File: src/verilog/hrxcfg_pkg.sv
/*
 * package for the receive engine configuration block: register offset, field positions,
 * reset values and carrier structs.
 * assumes a synchronous register port and a single system clock.
 */
package hrxcfg_pkg;
	// -------------------------------------------------------------------------
	// register map
	// -------------------------------------------------------------------------
	localparam logic [7:0]  RXCFG_OFFSET       = 8'h6C;
	localparam int          EA_LSB             = 30;
	localparam int          CNT_LSB            = 16;
	localparam int          DISCARD_BIT        = 15;
	localparam int          OFFSET_LSB         = 8;
	localparam int          INT_EN_RXD_BIT     = 20;
	localparam logic [1:0]  EA_RESET           = 2'h0;
	localparam logic [11:0] CNT_RESET          = 12'h000;
	localparam logic [4:0]  OFFSET_RESET       = 5'h00;
	// end alignment encodings, then boundary sizes in dwords per boundary
	localparam logic [1:0]  EA_4B              = 2'h0;
	localparam logic [1:0]  EA_16B             = 2'h1;
	localparam logic [1:0]  EA_32B             = 2'h2;
	localparam logic [3:0]  EA_DW_4B           = 4'h1;
	localparam logic [3:0]  EA_DW_16B          = 4'h4;
	localparam logic [3:0]  EA_DW_32B          = 4'h8;

	typedef enum logic [1:0] {
		HRX_IDLE = 2'b00,
		HRX_LEAD = 2'b01,
		HRX_DATA = 2'b10,
		HRX_PAD  = 2'b11
	} hrx_state_e;

	// register write strobe with data
	typedef struct packed {
		logic        wr;
		logic [7:0]  addr;
		logic [31:0] data;
	} hrx_reg_wr_s;

	// one dword leaving the receive data fifo towards the host
	typedef struct packed {
		logic        pad;
		logic        lead;
		logic [31:0] data;
	} hrx_dword_s;
endpackage : hrxcfg_pkg

File: src/verilog/hrxcfg_top.sv
/*
 * receive data fifo readout configuration: end padding, leading offset,
 * dword transfer countdown with completion interrupt and a discard command.
 * assumes the fifo sits outside; this block shapes each host read and reports pops.
 */
// Operation
// [RULE_01] pad the last buffer transfer with dwords to 4, 16 or 32 byte boundary
// [RULE_02] host throws away the padding dwords, device never removes them
// [RULE_03] host sets end alignment before a packet, never mid packet
// [RULE_04] hold 12-bit dword count, raise transfer complete when that many read
// [RULE_05] each dword read from the data fifo decrements the loaded count
// [RULE_06] a new count written before zero replaces the running count
// [RULE_07] writing one to discard flushes data and status fifos, pointers to zero
// [RULE_08] insert leading offset bytes ahead of each packet's data; the code inserts off_q[4:2] zero dwords and ignores the low two offset bits
// [RULE_09] every leading offset from zero to thirty-one bytes is valid
// [RULE_10] host changes low offset bits only with receiver halted and purged
// [RULE_11] upper offset bits may change live, taking effect on next dword read
// [RULE_12] transfer complete reaches the interrupt output only when enable bit set
// [RULE_13] count stays at zero, no second interrupt until a new count is written
module hrxcfg_top (
	input  wire logic                   clk_i,
	input  wire logic                   rst_b_i,
	input  wire hrxcfg_pkg::hrx_reg_wr_s reg_wr_i,
	input  wire logic [7:0]             reg_rd_addr_i,
	output logic      [31:0]            reg_rd_data_o,
	input  wire logic [31:0]            int_en_i,
	input  wire logic                   fifo_valid_i,
	input  wire logic [31:0]            fifo_data_i,
	input  wire logic                   fifo_last_i,
	output logic                        fifo_pop_o,
	output logic                        fifo_flush_o,
	input  wire logic                   host_rd_i,
	output hrxcfg_pkg::hrx_dword_s      host_dword_o,
	output logic                        host_ready_o,
	output logic                        xfer_done_o,
	output logic                        irq_o
);
	// -------------------------------------------------------------------------
	// configuration register
	// -------------------------------------------------------------------------
	logic [1:0]  ea_q;
	logic [11:0] cnt_q;
	logic [4:0]  off_q;
	logic        flush_q;
	logic        done_q;
	logic        cfg_wr;
	logic        rd_take;
	logic        pop;

	assign cfg_wr  = reg_wr_i.wr && (reg_wr_i.addr == hrxcfg_pkg::RXCFG_OFFSET);

	// alignment and offset fields
	always_ff @(posedge clk_i or negedge rst_b_i) begin
		if (!rst_b_i) begin
			ea_q  <= hrxcfg_pkg::EA_RESET;
			off_q <= hrxcfg_pkg::OFFSET_RESET;
		end else if (cfg_wr) begin
			ea_q  <= reg_wr_i.data[hrxcfg_pkg::EA_LSB +: 2];
			off_q <= reg_wr_i.data[hrxcfg_pkg::OFFSET_LSB +: 5]; // RULE_09
		end
	end

	// -------------------------------------------------------------------------
	// transfer count and completion
	// -------------------------------------------------------------------------
	// dword countdown; a write wins over a same-cycle decrement
	always_ff @(posedge clk_i or negedge rst_b_i) begin
		if (!rst_b_i) begin
			cnt_q <= hrxcfg_pkg::CNT_RESET;
		end else if (cfg_wr) begin
			cnt_q <= reg_wr_i.data[hrxcfg_pkg::CNT_LSB +: 12]; // RULE_06
		end else if (pop && cnt_q != 12'h000) begin
			cnt_q <= cnt_q - 12'h001; // RULE_05
		end
	end

	// completion level: set by the pop at count one, cleared by a new count write; that pop wins over a same-cycle write
	always_ff @(posedge clk_i or negedge rst_b_i) begin
		if (!rst_b_i) begin
			done_q <= 1'b0;
		end else if (pop && cnt_q == 12'h001) begin
			done_q <= 1'b1; // RULE_04
		end else if (cfg_wr) begin
			done_q <= 1'b0; // RULE_13
		end
	end

	// -------------------------------------------------------------------------
	// discard command and interrupt
	// -------------------------------------------------------------------------
	// self clearing discard pulse
	always_ff @(posedge clk_i or negedge rst_b_i) begin
		if (!rst_b_i) begin
			flush_q <= 1'b0;
		end else begin
			flush_q <= cfg_wr && reg_wr_i.data[hrxcfg_pkg::DISCARD_BIT]; // RULE_07
		end
	end

	assign fifo_flush_o = flush_q; // RULE_07
	assign xfer_done_o  = done_q;
	assign irq_o        = done_q && int_en_i[hrxcfg_pkg::INT_EN_RXD_BIT]; // RULE_12

	// -------------------------------------------------------------------------
	// register read back
	// -------------------------------------------------------------------------
	// read back; discard bit reads zero, reserved bits zero
	always_ff @(posedge clk_i or negedge rst_b_i) begin
		if (!rst_b_i) begin
			reg_rd_data_o <= 32'h00000000;
		end else if (reg_rd_addr_i == hrxcfg_pkg::RXCFG_OFFSET) begin
			reg_rd_data_o <= {ea_q, 2'h0, cnt_q, 3'h0, off_q, 8'h00};
		end else begin
			reg_rd_data_o <= 32'h00000000;
		end
	end

	// -------------------------------------------------------------------------
	// readout shaper
	// -------------------------------------------------------------------------
	hrxcfg_pkg::hrx_state_e state_q;
	logic [2:0]  lead_q;     // leading dwords left
	logic [3:0]  pad_q;      // dwords read in current boundary
	logic [3:0]  ea_dw;
	logic [3:0]  pad_next;
	logic        last_data;
	logic        lead_any;   // upper offset bits ask for leading dwords

	// boundary size in dwords
	always_comb begin
		case (ea_q)
			hrxcfg_pkg::EA_16B: ea_dw = hrxcfg_pkg::EA_DW_16B;
			hrxcfg_pkg::EA_32B: ea_dw = hrxcfg_pkg::EA_DW_32B;
			default:            ea_dw = hrxcfg_pkg::EA_DW_4B; // reserved treated as 4 byte
		endcase
	end

	assign lead_any     = (off_q[4:2] != 3'h0);
	assign rd_take      = host_rd_i && host_ready_o;
	// idle waits for a stored packet before the first read; lead and pad dwords need no fifo word
	assign host_ready_o = !flush_q && (state_q == hrxcfg_pkg::HRX_LEAD || state_q == hrxcfg_pkg::HRX_PAD
		|| ((state_q == hrxcfg_pkg::HRX_DATA || state_q == hrxcfg_pkg::HRX_IDLE) && fifo_valid_i));
	assign pop          = rd_take && (state_q == hrxcfg_pkg::HRX_DATA
		|| (state_q == hrxcfg_pkg::HRX_IDLE && !lead_any));
	assign fifo_pop_o   = pop;
	assign last_data    = pop && fifo_last_i;
	assign pad_next     = (pad_q + 4'h1 == ea_dw) ? 4'h0 : pad_q + 4'h1;

	// -------------------------------------------------------------------------
	// packet sequencer
	// -------------------------------------------------------------------------
	// packet sequence: leading dwords, data, end padding
	always_ff @(posedge clk_i or negedge rst_b_i) begin
		if (!rst_b_i) begin
			state_q <= hrxcfg_pkg::HRX_IDLE;
			lead_q  <= 3'h0;
			pad_q   <= 4'h0;
		end else if (flush_q) begin
			state_q <= hrxcfg_pkg::HRX_IDLE; // RULE_07
			lead_q  <= 3'h0;
			pad_q   <= 4'h0;
		end else begin
			case (state_q)
				hrxcfg_pkg::HRX_IDLE: begin
					pad_q <= 4'h0;
					if (rd_take && lead_any) begin
						// offset taken at the first read, so a live change of the upper bits lands there
						pad_q   <= pad_next;
						lead_q  <= off_q[4:2] - 3'h1; // RULE_11
						state_q <= (off_q[4:2] == 3'h1) ? hrxcfg_pkg::HRX_DATA : hrxcfg_pkg::HRX_LEAD; // RULE_08
					end else if (pop) begin
						pad_q   <= pad_next;
						state_q <= (fifo_last_i && pad_next != 4'h0) ? hrxcfg_pkg::HRX_PAD
							: (fifo_last_i ? hrxcfg_pkg::HRX_IDLE : hrxcfg_pkg::HRX_DATA);
					end
				end
				hrxcfg_pkg::HRX_LEAD: begin
					if (rd_take) begin
						pad_q  <= pad_next;
						lead_q <= lead_q - 3'h1;
						if (lead_q == 3'h1) begin
							state_q <= hrxcfg_pkg::HRX_DATA;
						end
					end
				end
				hrxcfg_pkg::HRX_DATA: begin
					if (pop) begin
						pad_q <= pad_next;
						if (last_data) begin
							state_q <= (pad_next != 4'h0) ? hrxcfg_pkg::HRX_PAD : hrxcfg_pkg::HRX_IDLE; // RULE_01
						end
					end
				end
				hrxcfg_pkg::HRX_PAD: begin
					if (rd_take) begin
						pad_q <= pad_next; // RULE_01
						if (pad_next == 4'h0) begin
							state_q <= hrxcfg_pkg::HRX_IDLE;
						end
					end
				end
				default: begin
					state_q <= hrxcfg_pkg::HRX_IDLE;
				end
			endcase
		end
	end

	// -------------------------------------------------------------------------
	// output dword
	// -------------------------------------------------------------------------
	// registered output dword; leading and pad dwords carry zero data
	always_ff @(posedge clk_i or negedge rst_b_i) begin
		if (!rst_b_i) begin
			host_dword_o <= '0;
		end else if (rd_take) begin
			host_dword_o.pad  <= (state_q == hrxcfg_pkg::HRX_PAD);
			host_dword_o.lead <= (state_q == hrxcfg_pkg::HRX_LEAD)
				|| (state_q == hrxcfg_pkg::HRX_IDLE && lead_any); // RULE_08
			host_dword_o.data <= pop ? fifo_data_i : 32'h00000000; // RULE_08
		end
	end
endmodule : hrxcfg_top

File: config.mk
export PLATFORM = sky130hd
export DESIGN_NAME = hrxcfg_top
export DESIGN_NICKNAME = d
export VERILOG_FILES = /design/src/verilog/hrxcfg_pkg.sv /design/src/verilog/hrxcfg_top.sv
export SDC_FILE = /design/constraint.sdc
export NUM_CORES = 1
export LEC_CHECK = 0
export ABC_AREA = 0
export CAP_MARGIN = 20
export CELL_PAD_IN_SITES_DETAIL_PLACEMENT = 1
export CELL_PAD_IN_SITES_GLOBAL_PLACEMENT = 2
export CORE_MARGIN = 10
export CORE_UTILIZATION = 40
export CTS_CLUSTER_SIZE = 16
export DETAILED_ROUTE_END_ITERATION = 10
export DONT_BUFFER_PORTS = 1
export PLACE_DENSITY = 0.8
export SYNTH_ARGS = -nofsm -noshare
export SYNTH_HDL_FRONTEND = slang
export SYNTH_SLANG_ARGS = --single-unit
File: constraint.sdc
create_clock -name clk_i -period 3.7 [get_ports clk_i]
set_clock_uncertainty 0.05 [all_clocks]
set_input_delay 0.74 -clock clk_i [delete_from_list [all_inputs] [get_ports clk_i]]
set_output_delay 0.74 -clock clk_i [all_outputs]
set_load 0.1 [all_outputs]
==> results of run 1 <==
synthesized netlist by cell type, types with 3 or more instances:
| master | number |
|---|---|
| sky130_fd_sc_hd__mux2_2 | 8 |
| sky130_fd_sc_hd__o21ai_0 | 7 |
| sky130_fd_sc_hd__nor4b_1 | 3 |
| sky130_fd_sc_hd__and2_1 | 21 |
| sky130_fd_sc_hd__buf_4 | 13 |
| sky130_fd_sc_hd__a31oi_1 | 3 |
| sky130_fd_sc_hd__nor4_1 | 3 |
| sky130_fd_sc_hd__mux2i_1 | 3 |
| sky130_fd_sc_hd__xor2_1 | 4 |
| sky130_fd_sc_hd__dfrtp_1 | 83 |
| sky130_fd_sc_hd__nor2_1 | 27 |
| sky130_fd_sc_hd__inv_1 | 10 |
| sky130_fd_sc_hd__ha_1 | 10 |
| sky130_fd_sc_hd__or3_1 | 5 |
| sky130_fd_sc_hd__a22o_1 | 33 |
| sky130_fd_sc_hd__nand3_1 | 3 |
| sky130_fd_sc_hd__xnor2_1 | 15 |
| sky130_fd_sc_hd__nand2_1 | 13 |
| sky130_fd_sc_hd__buf_2 | 4 |
| sky130_fd_sc_hd__a21oi_1 | 20 |
| sky130_fd_sc_hd__clkbuf_1 | 12 |
| sky130_fd_sc_hd__nor3_1 | 9 |
| sky130_fd_sc_hd__nor3b_1 | 3 |
flip-flops by register name, indices dropped and copies added (netlist names):
name and count:
off_q 5, pad_q 4, lead_q 3, reg_rd_data_o 19
xfer_done_o 1, state_q 2, cnt_q 12, fifo_flush_o 1
ea_q 2, host_dword_o 34
routing by layer:
metal,GRT usage [%],vias up,part of all wire (%)
met5,0,-,0
met4,4.448,0,1.0
met3,6.983,8,13
met2,20.84,121,44
met1,17.46,1218,42
li1,-,1156,-
stage by stage:
stage	area, um^2	setup WS (ns)	util (%)	instances	total power, W
after global routing	4153	0.7151	44.94	474	0.003839
final	4153	0.8598	44.94	474	0.003630
after detailed placement	3887	1.188	42.07	456	0.002886
after CTS	4115	0.7931	44.54	472	0.003649
after global placement	3887	1.228	42.07	456	0.002858
after floorplan	3830	0.8505	-	349	0.002717
kinds of logic after synthesis:
family,after synthesis
AO/OA/AOI/OAI,71
XOR/XNOR,19
other,1
flip-flops,83
buffers and inverters,40
adder cells (fa/ha/maj),10
multiplexers,11
AND/OR/NAND/NOR,102
worst paths after layout:
kind,from,endpoint,slack [ns]
worst max-delay path,off_q[2],fifo_pop_o,0.86
worst min-delay path,rst_b_i,reg_rd_data_o[20],0.03
worst max register to register,off_q[2],host_dword_o[28],1.21
worst min register to register,off_q[1],reg_rd_data_o[9],0.44
max in group asynchronous,rst_b_i,pad_q[3],2.50
min in group clk_i,reg_wr_i[15],fifo_flush_o,0.44
where the power goes:
| part | switching, W | internal (W) |
|---|---|---|
| sequential | 0.000983 | 0.00110 |
| combinational | 0.000476 | 0.000320 |
| clock | 0.000363 | 0.000393 |
final cells by class:
| cell class | count | share of cell area (%) |
|---|---|---|
| timing repair buffer | 9 | 2.169 |
| sequential | 83 | 50.02 |
| clock buffer | 9 | 2.983 |
| multi-input combinational | 226 | 37.45 |
| inverter | 11 | 0.9943 |
| clock inverter | 7 | 2.501 |
| tap | 129 | 3.887 |
worst max-delay path, cell delays in order, from the launching register on:
cell and delay, ns:
sky130_fd_sc_hd__dfrtp_1 0.45, sky130_fd_sc_hd__inv_1 0.11, sky130_fd_sc_hd__ha_1 0.17, sky130_fd_sc_hd__nor2b_1 0.33, sky130_fd_sc_hd__o21ai_2 0.20, sky130_fd_sc_hd__inv_2 0.44
==> results.txt, run 1 <==
- The run finished with clean final reports.
- Number of cell instances on the worst register-to-register path: 7
* Post-synth ARST share: 100.0%
- Number of maximum-capacitance violations: 0
- Power spread over the standard cell area amounts to 874.1 nW/um^2.
- The share of synthesized area in the top cell type comes to 54.88%.
- Setup repair after global routing left no endpoint under its margin.
* Warning count from the yosys run: 0
- Number of enable flip-flop cells after synthesis: 0
* Detailed-route DRC error count: 0
- Cell type with the largest total area after synthesis: sky130_fd_sc_hd__dfrtp_1
- Sequential-to-total area share from yosys stat: 54.88%
- In the finished design, the share of the clock period the worst path needs comes to 76.76%.
* Worst hold slack: 0.02907 ns
- Mean routed wirelength per cell: 20.82 um
- Number of fill cells in the layout: about 1000
- Antenna diode instance count: 0
* Final period demand of the worst path: 2.840 ns
- The first routing iteration left 138 violations.
- Slew at the pin closest to its max-slew limit: 0.9447 ns
* Later-pin clock latency in the skew report: about 0.35 ns
- STA classifies the critical path endpoint as an output pin.
- TritonCTS built the clock tree.
- Wire length of the first global-routing pass: 15170 um
* Total CTS buffers: 9
- Maximum buffer depth of the clock tree: 2
- Worst supply voltage drop on vdd: 0.2341 mV
- Summed over all cells, the static leakage comes to 1.942 nW.
* Commonest non-fill, non-tap cell in the layout: sky130_fd_sc_hd__dfrtp_1
- Count of standard-cell rows: 35
- Worst EP arrival: just over 2 ns
- Number of slew-limit violations in the final report: 0
- Buffers added to address setup during post-CTS repair amount to 0.
- Average cell area after synthesis: 11.23 um^2
- Hold Vio Cnt, Final: 0
- Total clock sinks: 83
- The worst setup path is launched from a flop.
* Synth Cell Area: 3785 um^2
* Worst Hold Class: primary input to async pin
- Mapped Cells: 337
- Post-synthesis sequential element count: slightly above 80
- Congestion Overflow GR: 0
* Adder-cell share of the synthesized area: 3.306%
* Post-DP HPWL: 7023 um
* Core area: 9240 um^2
* Final #Nets: ~470
* Worst rel slew slack: between 30% and 40%
* Share of layout cells above drive strength 1: 12.46%
* Max FO, Critical Path: 9
- Setup Crit Path Kind: flop to output pin
- From left edge to right edge, the die measures 117.3 um.
* Antenna violations before repair: 0
- Post-CTS Hold Buffers: 0
* Xor/xnor share of the synthesized area: 4.397%
- Buffer cell driving the clock tree root: sky130_fd_sc_hd__clkbuf_8
- For the worst setup path, the data required time is 2.91 ns.
* Number of buffers inserted by port buffering: 0
* Initial cell density of the core: ~40%
- Entering global routing, the biggest net connects 84 pins.
* Clock transition at the registers of the reported paths: 0.10 ns
- Number of nets with antenna violations after detailed routing: 0
- The pre-antenna-repair detailed-routing pass consisted of 5 iterations.
* H-Tree Level Count: 3
* Boundary pin count: 189
* FF/Latch Area: between 2000 and 2500 um^2
- Setup TNS: 0 ns
- Layout Area Growth over Synthesis: 9.719%
* Die outline area: about 14000 um^2
- Number of unique standard cell types used by synthesis: 43
* Main combinational cell family by area after synthesis: simple AND/OR/NAND/NOR gates
- Maximum frequency from static timing analysis: 352.1 MHz
- After synthesis, the share of cell area in mux cells is under 10%.
- Area occupied by multi-input gates: 1555 um^2
- Setup violations remaining at the end of the flow were counted as 0.
- The final layout contains routed wiring with a total length of 9868 um.
- Number of global-route vias before repair: 2762
- Overall Global Routing Usage: between 10 and 15%
- Die Y-Extent: about 120 um
- Number of instances resized during post-cts repair: 0
- Final weighted congestion of routability-driven global placement: 0.7425
* Main synth FF type: sky130_fd_sc_hd__dfrtp_1
- Vias after detailed routing: approximately 2500
* Most frequent cells in the layout: sky130_fd_sc_hd__dfrtp_1 (83), sky130_fd_sc_hd__a22o_1 (33), sky130_fd_sc_hd__nor2_1 (27)
- The synthesized netlist devotes between 10 and 15% of its cell area to compound gates.
* Simple-gate area share of the yosys netlist: 15.27%
* Most area-consuming cells after synthesis: sky130_fd_sc_hd__dfrtp_1 (55%), sky130_fd_sc_hd__a22o_1 (7.6%), sky130_fd_sc_hd__and2_1 (3.5%)
- Post-DR vias/cell: 5.281
(Power assumes the default switching activity.)
==> inputs of run 2 (changes only) <==
--- a/config.mk
+++ b/config.mk
@@ -10,11 +10,11 @@
 export CELL_PAD_IN_SITES_DETAIL_PLACEMENT = 1
 export CELL_PAD_IN_SITES_GLOBAL_PLACEMENT = 2
 export CORE_MARGIN = 10
-export CORE_UTILIZATION = 40
+export CORE_UTILIZATION = 33
 export CTS_CLUSTER_SIZE = 16
 export DETAILED_ROUTE_END_ITERATION = 10
 export DONT_BUFFER_PORTS = 1
-export PLACE_DENSITY = 0.8
+export PLACE_DENSITY = 0.7
 export SYNTH_ARGS = -nofsm -noshare
 export SYNTH_HDL_FRONTEND = slang
 export SYNTH_SLANG_ARGS = --single-unit
==> constraint.sdc (replaced) <==
create_clock -name clk_i -period 2.3 [get_ports clk_i]
set_clock_uncertainty 0.05 [all_clocks]
set_input_delay 0.46 -clock clk_i [delete_from_list [all_inputs] [get_ports clk_i]]
set_output_delay 0.46 -clock clk_i [all_outputs]
set_load 0.1 [all_outputs]
==> run 2 against run 1 <==
The flow now finishes with violations (hold timing). Final cell count grew 15%. Critical path type unchanged. Design area grew 14%. Combinational power grew to 3.6 times the previous value. Clock power grew 120%. Largest cell class unchanged.
==> results.txt, run 2 (same netlist as run 1, synthesis figures left out) <==
* Antenna diode instance count: 0
- Type of element launching the critical path: flop
- Clock transition at the registers of the reported paths: 0.07 ns
- In this run the core area contains 39 standard-cell rows.
- 189 I/O pins were placed.
- Setup slack on the worst reg-to-reg path comes out at just under 0.3 ns.
* Area occupied by multi-input gates: 1570 um^2
* Required time reported for the critical path endpoint: ~1.8 ns
- Max FO, Critical Path: 5
- For this design, the sink count on the clock tree is slightly above 80.
- The final reports fail on hold timing.
- Number of slew-limit violations in the final report: 0
- In the final routed layout, each cell accounts on average for 19.08 um.
- Setup total negative slack on the finished layout was measured at 0 ns.
* Initial cell density of the core: ~33%
- Unrepaired setup endpoints after global routing: no
* Wire length of the first global-routing pass: roughly 17000 um
- Die outline area: 16150 um^2
- Later-pin clock latency in the skew report: 0.33 ns
- Of the cells placed in the final design, the portion with a size suffix greater than 1 is 25.44%.
- Number of global-route vias before repair: between 3000 and 4000
* Worst EP arrival: 1.65 ns
- Summed over all nets, the half-perimeter wirelength after detailed placement is 7674 um.
- Power density over the cells: approximately 1400 nW/um^2
- Detailed-route DRC error count: 0
- At the end of routability-driven placement, the weighted congestion stood at roughly 0.75.
- Setup ws final: 0.1439 ns
- The worst register-to-register path ends at cnt_q[10].
- Once placement completed, the tool counted placed cells totaling between 500 and 600.
- FF/Latch Area: 2078 um^2
* Hold Vio Cnt, Final: between 80 and 90
- In this run the critical register-to-register path is launched from off_q[2].
* Overall Global Routing Usage: 12.79%
- Worst rel slew slack: between 60% and 70%
- Before antenna repair, the detailed router went through 4 iterations.
- Top reg by flops: host_dword_o
- Maximum frequency from static timing analysis: about 460 MHz
- From synthesis to final layout, the design area changed by 24.99%.
- The library cell used most frequently in the layout, excluding fill and tap cells, is sky130_fd_sc_hd__dfrtp_1.
* Final #Nets: 524
* Registers with the highest flip-flop counts: host_dword_o: 34 flops, reg_rd_data_o: 19 flops, cnt_q: 12 flops
- The run finished, with violations left.
- At the pin with the least slew margin, the transition time is 0.5051 ns.
- Leakage component of the power: 2.296 nW
* Core area: 11320 um^2
- Post-DR vias/cell: about 5.0
- On the final layout, the worst hold slack is -0.2369 ns.
- The number of antenna violations at the first check in global routing is 0.
- Post-route non-filler standard cell count: 544
- Final period demand of the worst path: 2.156 ns
- STA classifies the critical path endpoint as an output pin.
- Entering global routing, the biggest net connects 84 pins.
- In this run the clock root is driven by a sky130_fd_sc_hd__clkbuf_16.
- Cells fill 41.79% of the core in the end.
- Horizontal extent of the die: 127.1 um
* Congestion Overflow GR: 0
- The count of nets left with antenna violations once routing finished came out at 0.
- Final cycle utilization of the critical path: 93.75%
- Vias after detailed routing: between 2000 and 3000
- Setup violations remaining at the end of the flow were counted as 0.
- Number of fill cells in the layout: 1255
- Worst Hold Class: primary input to async pin
* Total CTS buffers: 9
- Most frequent cells in the layout: sky130_fd_sc_hd__dfrtp_1 (82), sky130_fd_sc_hd__buf_4 (63), sky130_fd_sc_hd__a22o_1 (33)
- TritonCTS built the clock tree.
- In this run the tool buffered the top-level ports with 0 buffer cells.
- Initial drt markers: ~190
* Total wire length after detailed routing: roughly 10000 um
- Worst supply voltage drop on vdd: 0.8060 mV
- Number of maximum-capacitance violations: 0
- The H-tree was split into 3 levels.
- In this run the vertical extent of the chip is between 100 and 150 um.
- Maximum buffer depth of the clock tree: 2
- Number of cell instances on the worst register-to-register path: 8
* Setup Crit Path Kind: flop to output pin
- Setup WS pre-CTS: about 0.18 ns
- The register with the most flip-flops in the layout has 34 of them.
run 2: per-layer routing:
layer	up-vias	routed length [um]	GRT usage, %
met4	0	150	5.023
li1	1274	-	-
met5	-	0	0
met2	120	4519	19.26
met3	10	1148	6.369
met1	1342	4562	15.32
run 2: final cells by class:
class / count / area share (%)
Tap cell: 143 / 3.782
Inverter: 11 / 0.8728
Clock inverter: 7 / 2.618
Timing Repair Buffer: 65 / 10.84
Multi-Input combinational cell: 226 / 33.19
Sequential cell: 83 / 43.93
Clock buffer: 9 / 4.761
run 2: timing repair:
action,in CTS,in global routing
hold endpoints to repair,83,83
resized for setup,2,1
setup endpoints to repair,1,2
pin swaps,1,0
buffers inserted,1,1
run 2: how the worst max path moves through the flow:
stage | start | endpoint | slack, ns
after floorplan | fifo_flush_o | fifo_pop_o | 0.000001
after global placement | off_q[2] | host_dword_o[8] | 0.25
after detailed placement | off_q[2] | host_dword_o[0] | 0.18
after CTS | off_q[2] | fifo_pop_o | 0.04
after global routing | off_q[3] | fifo_pop_o | 0.04
final | off_q[2] | fifo_pop_o | 0.14
run 2: worst max-delay path: stages (launching register included):
cell,delay [ns]
sky130_fd_sc_hd__dfrtp_1,0.42
sky130_fd_sc_hd__inv_1,0.09
sky130_fd_sc_hd__ha_1,0.18
sky130_fd_sc_hd__nor2b_4,0.22
sky130_fd_sc_hd__o21ai_4,0.09
sky130_fd_sc_hd__inv_2,0.13
sky130_fd_sc_hd__buf_12,0.18
run 2: power by group:
part / switching, W / internal (W) / leakage, nW
combinational: 0.00210 / 0.000756 / 1.04
sequential: 0.000294 / 0.00180 / 1.09
clock: 0.000601 / 0.00107 / 0.166
total: 0.00300 / 0.00362 / 2.30
run 2: metrics by stage:
step	hold slack, ns	power, W	instance area, um^2
floorplan	0.1144	0.004370	3831
global placement	0.1176	0.004922	4352
detailed placement	0.1175	0.004979	4352
CTS	-0.2503	0.006690	4718
global route	-0.2588	0.006976	4731
finish	-0.2369	0.006616	4731
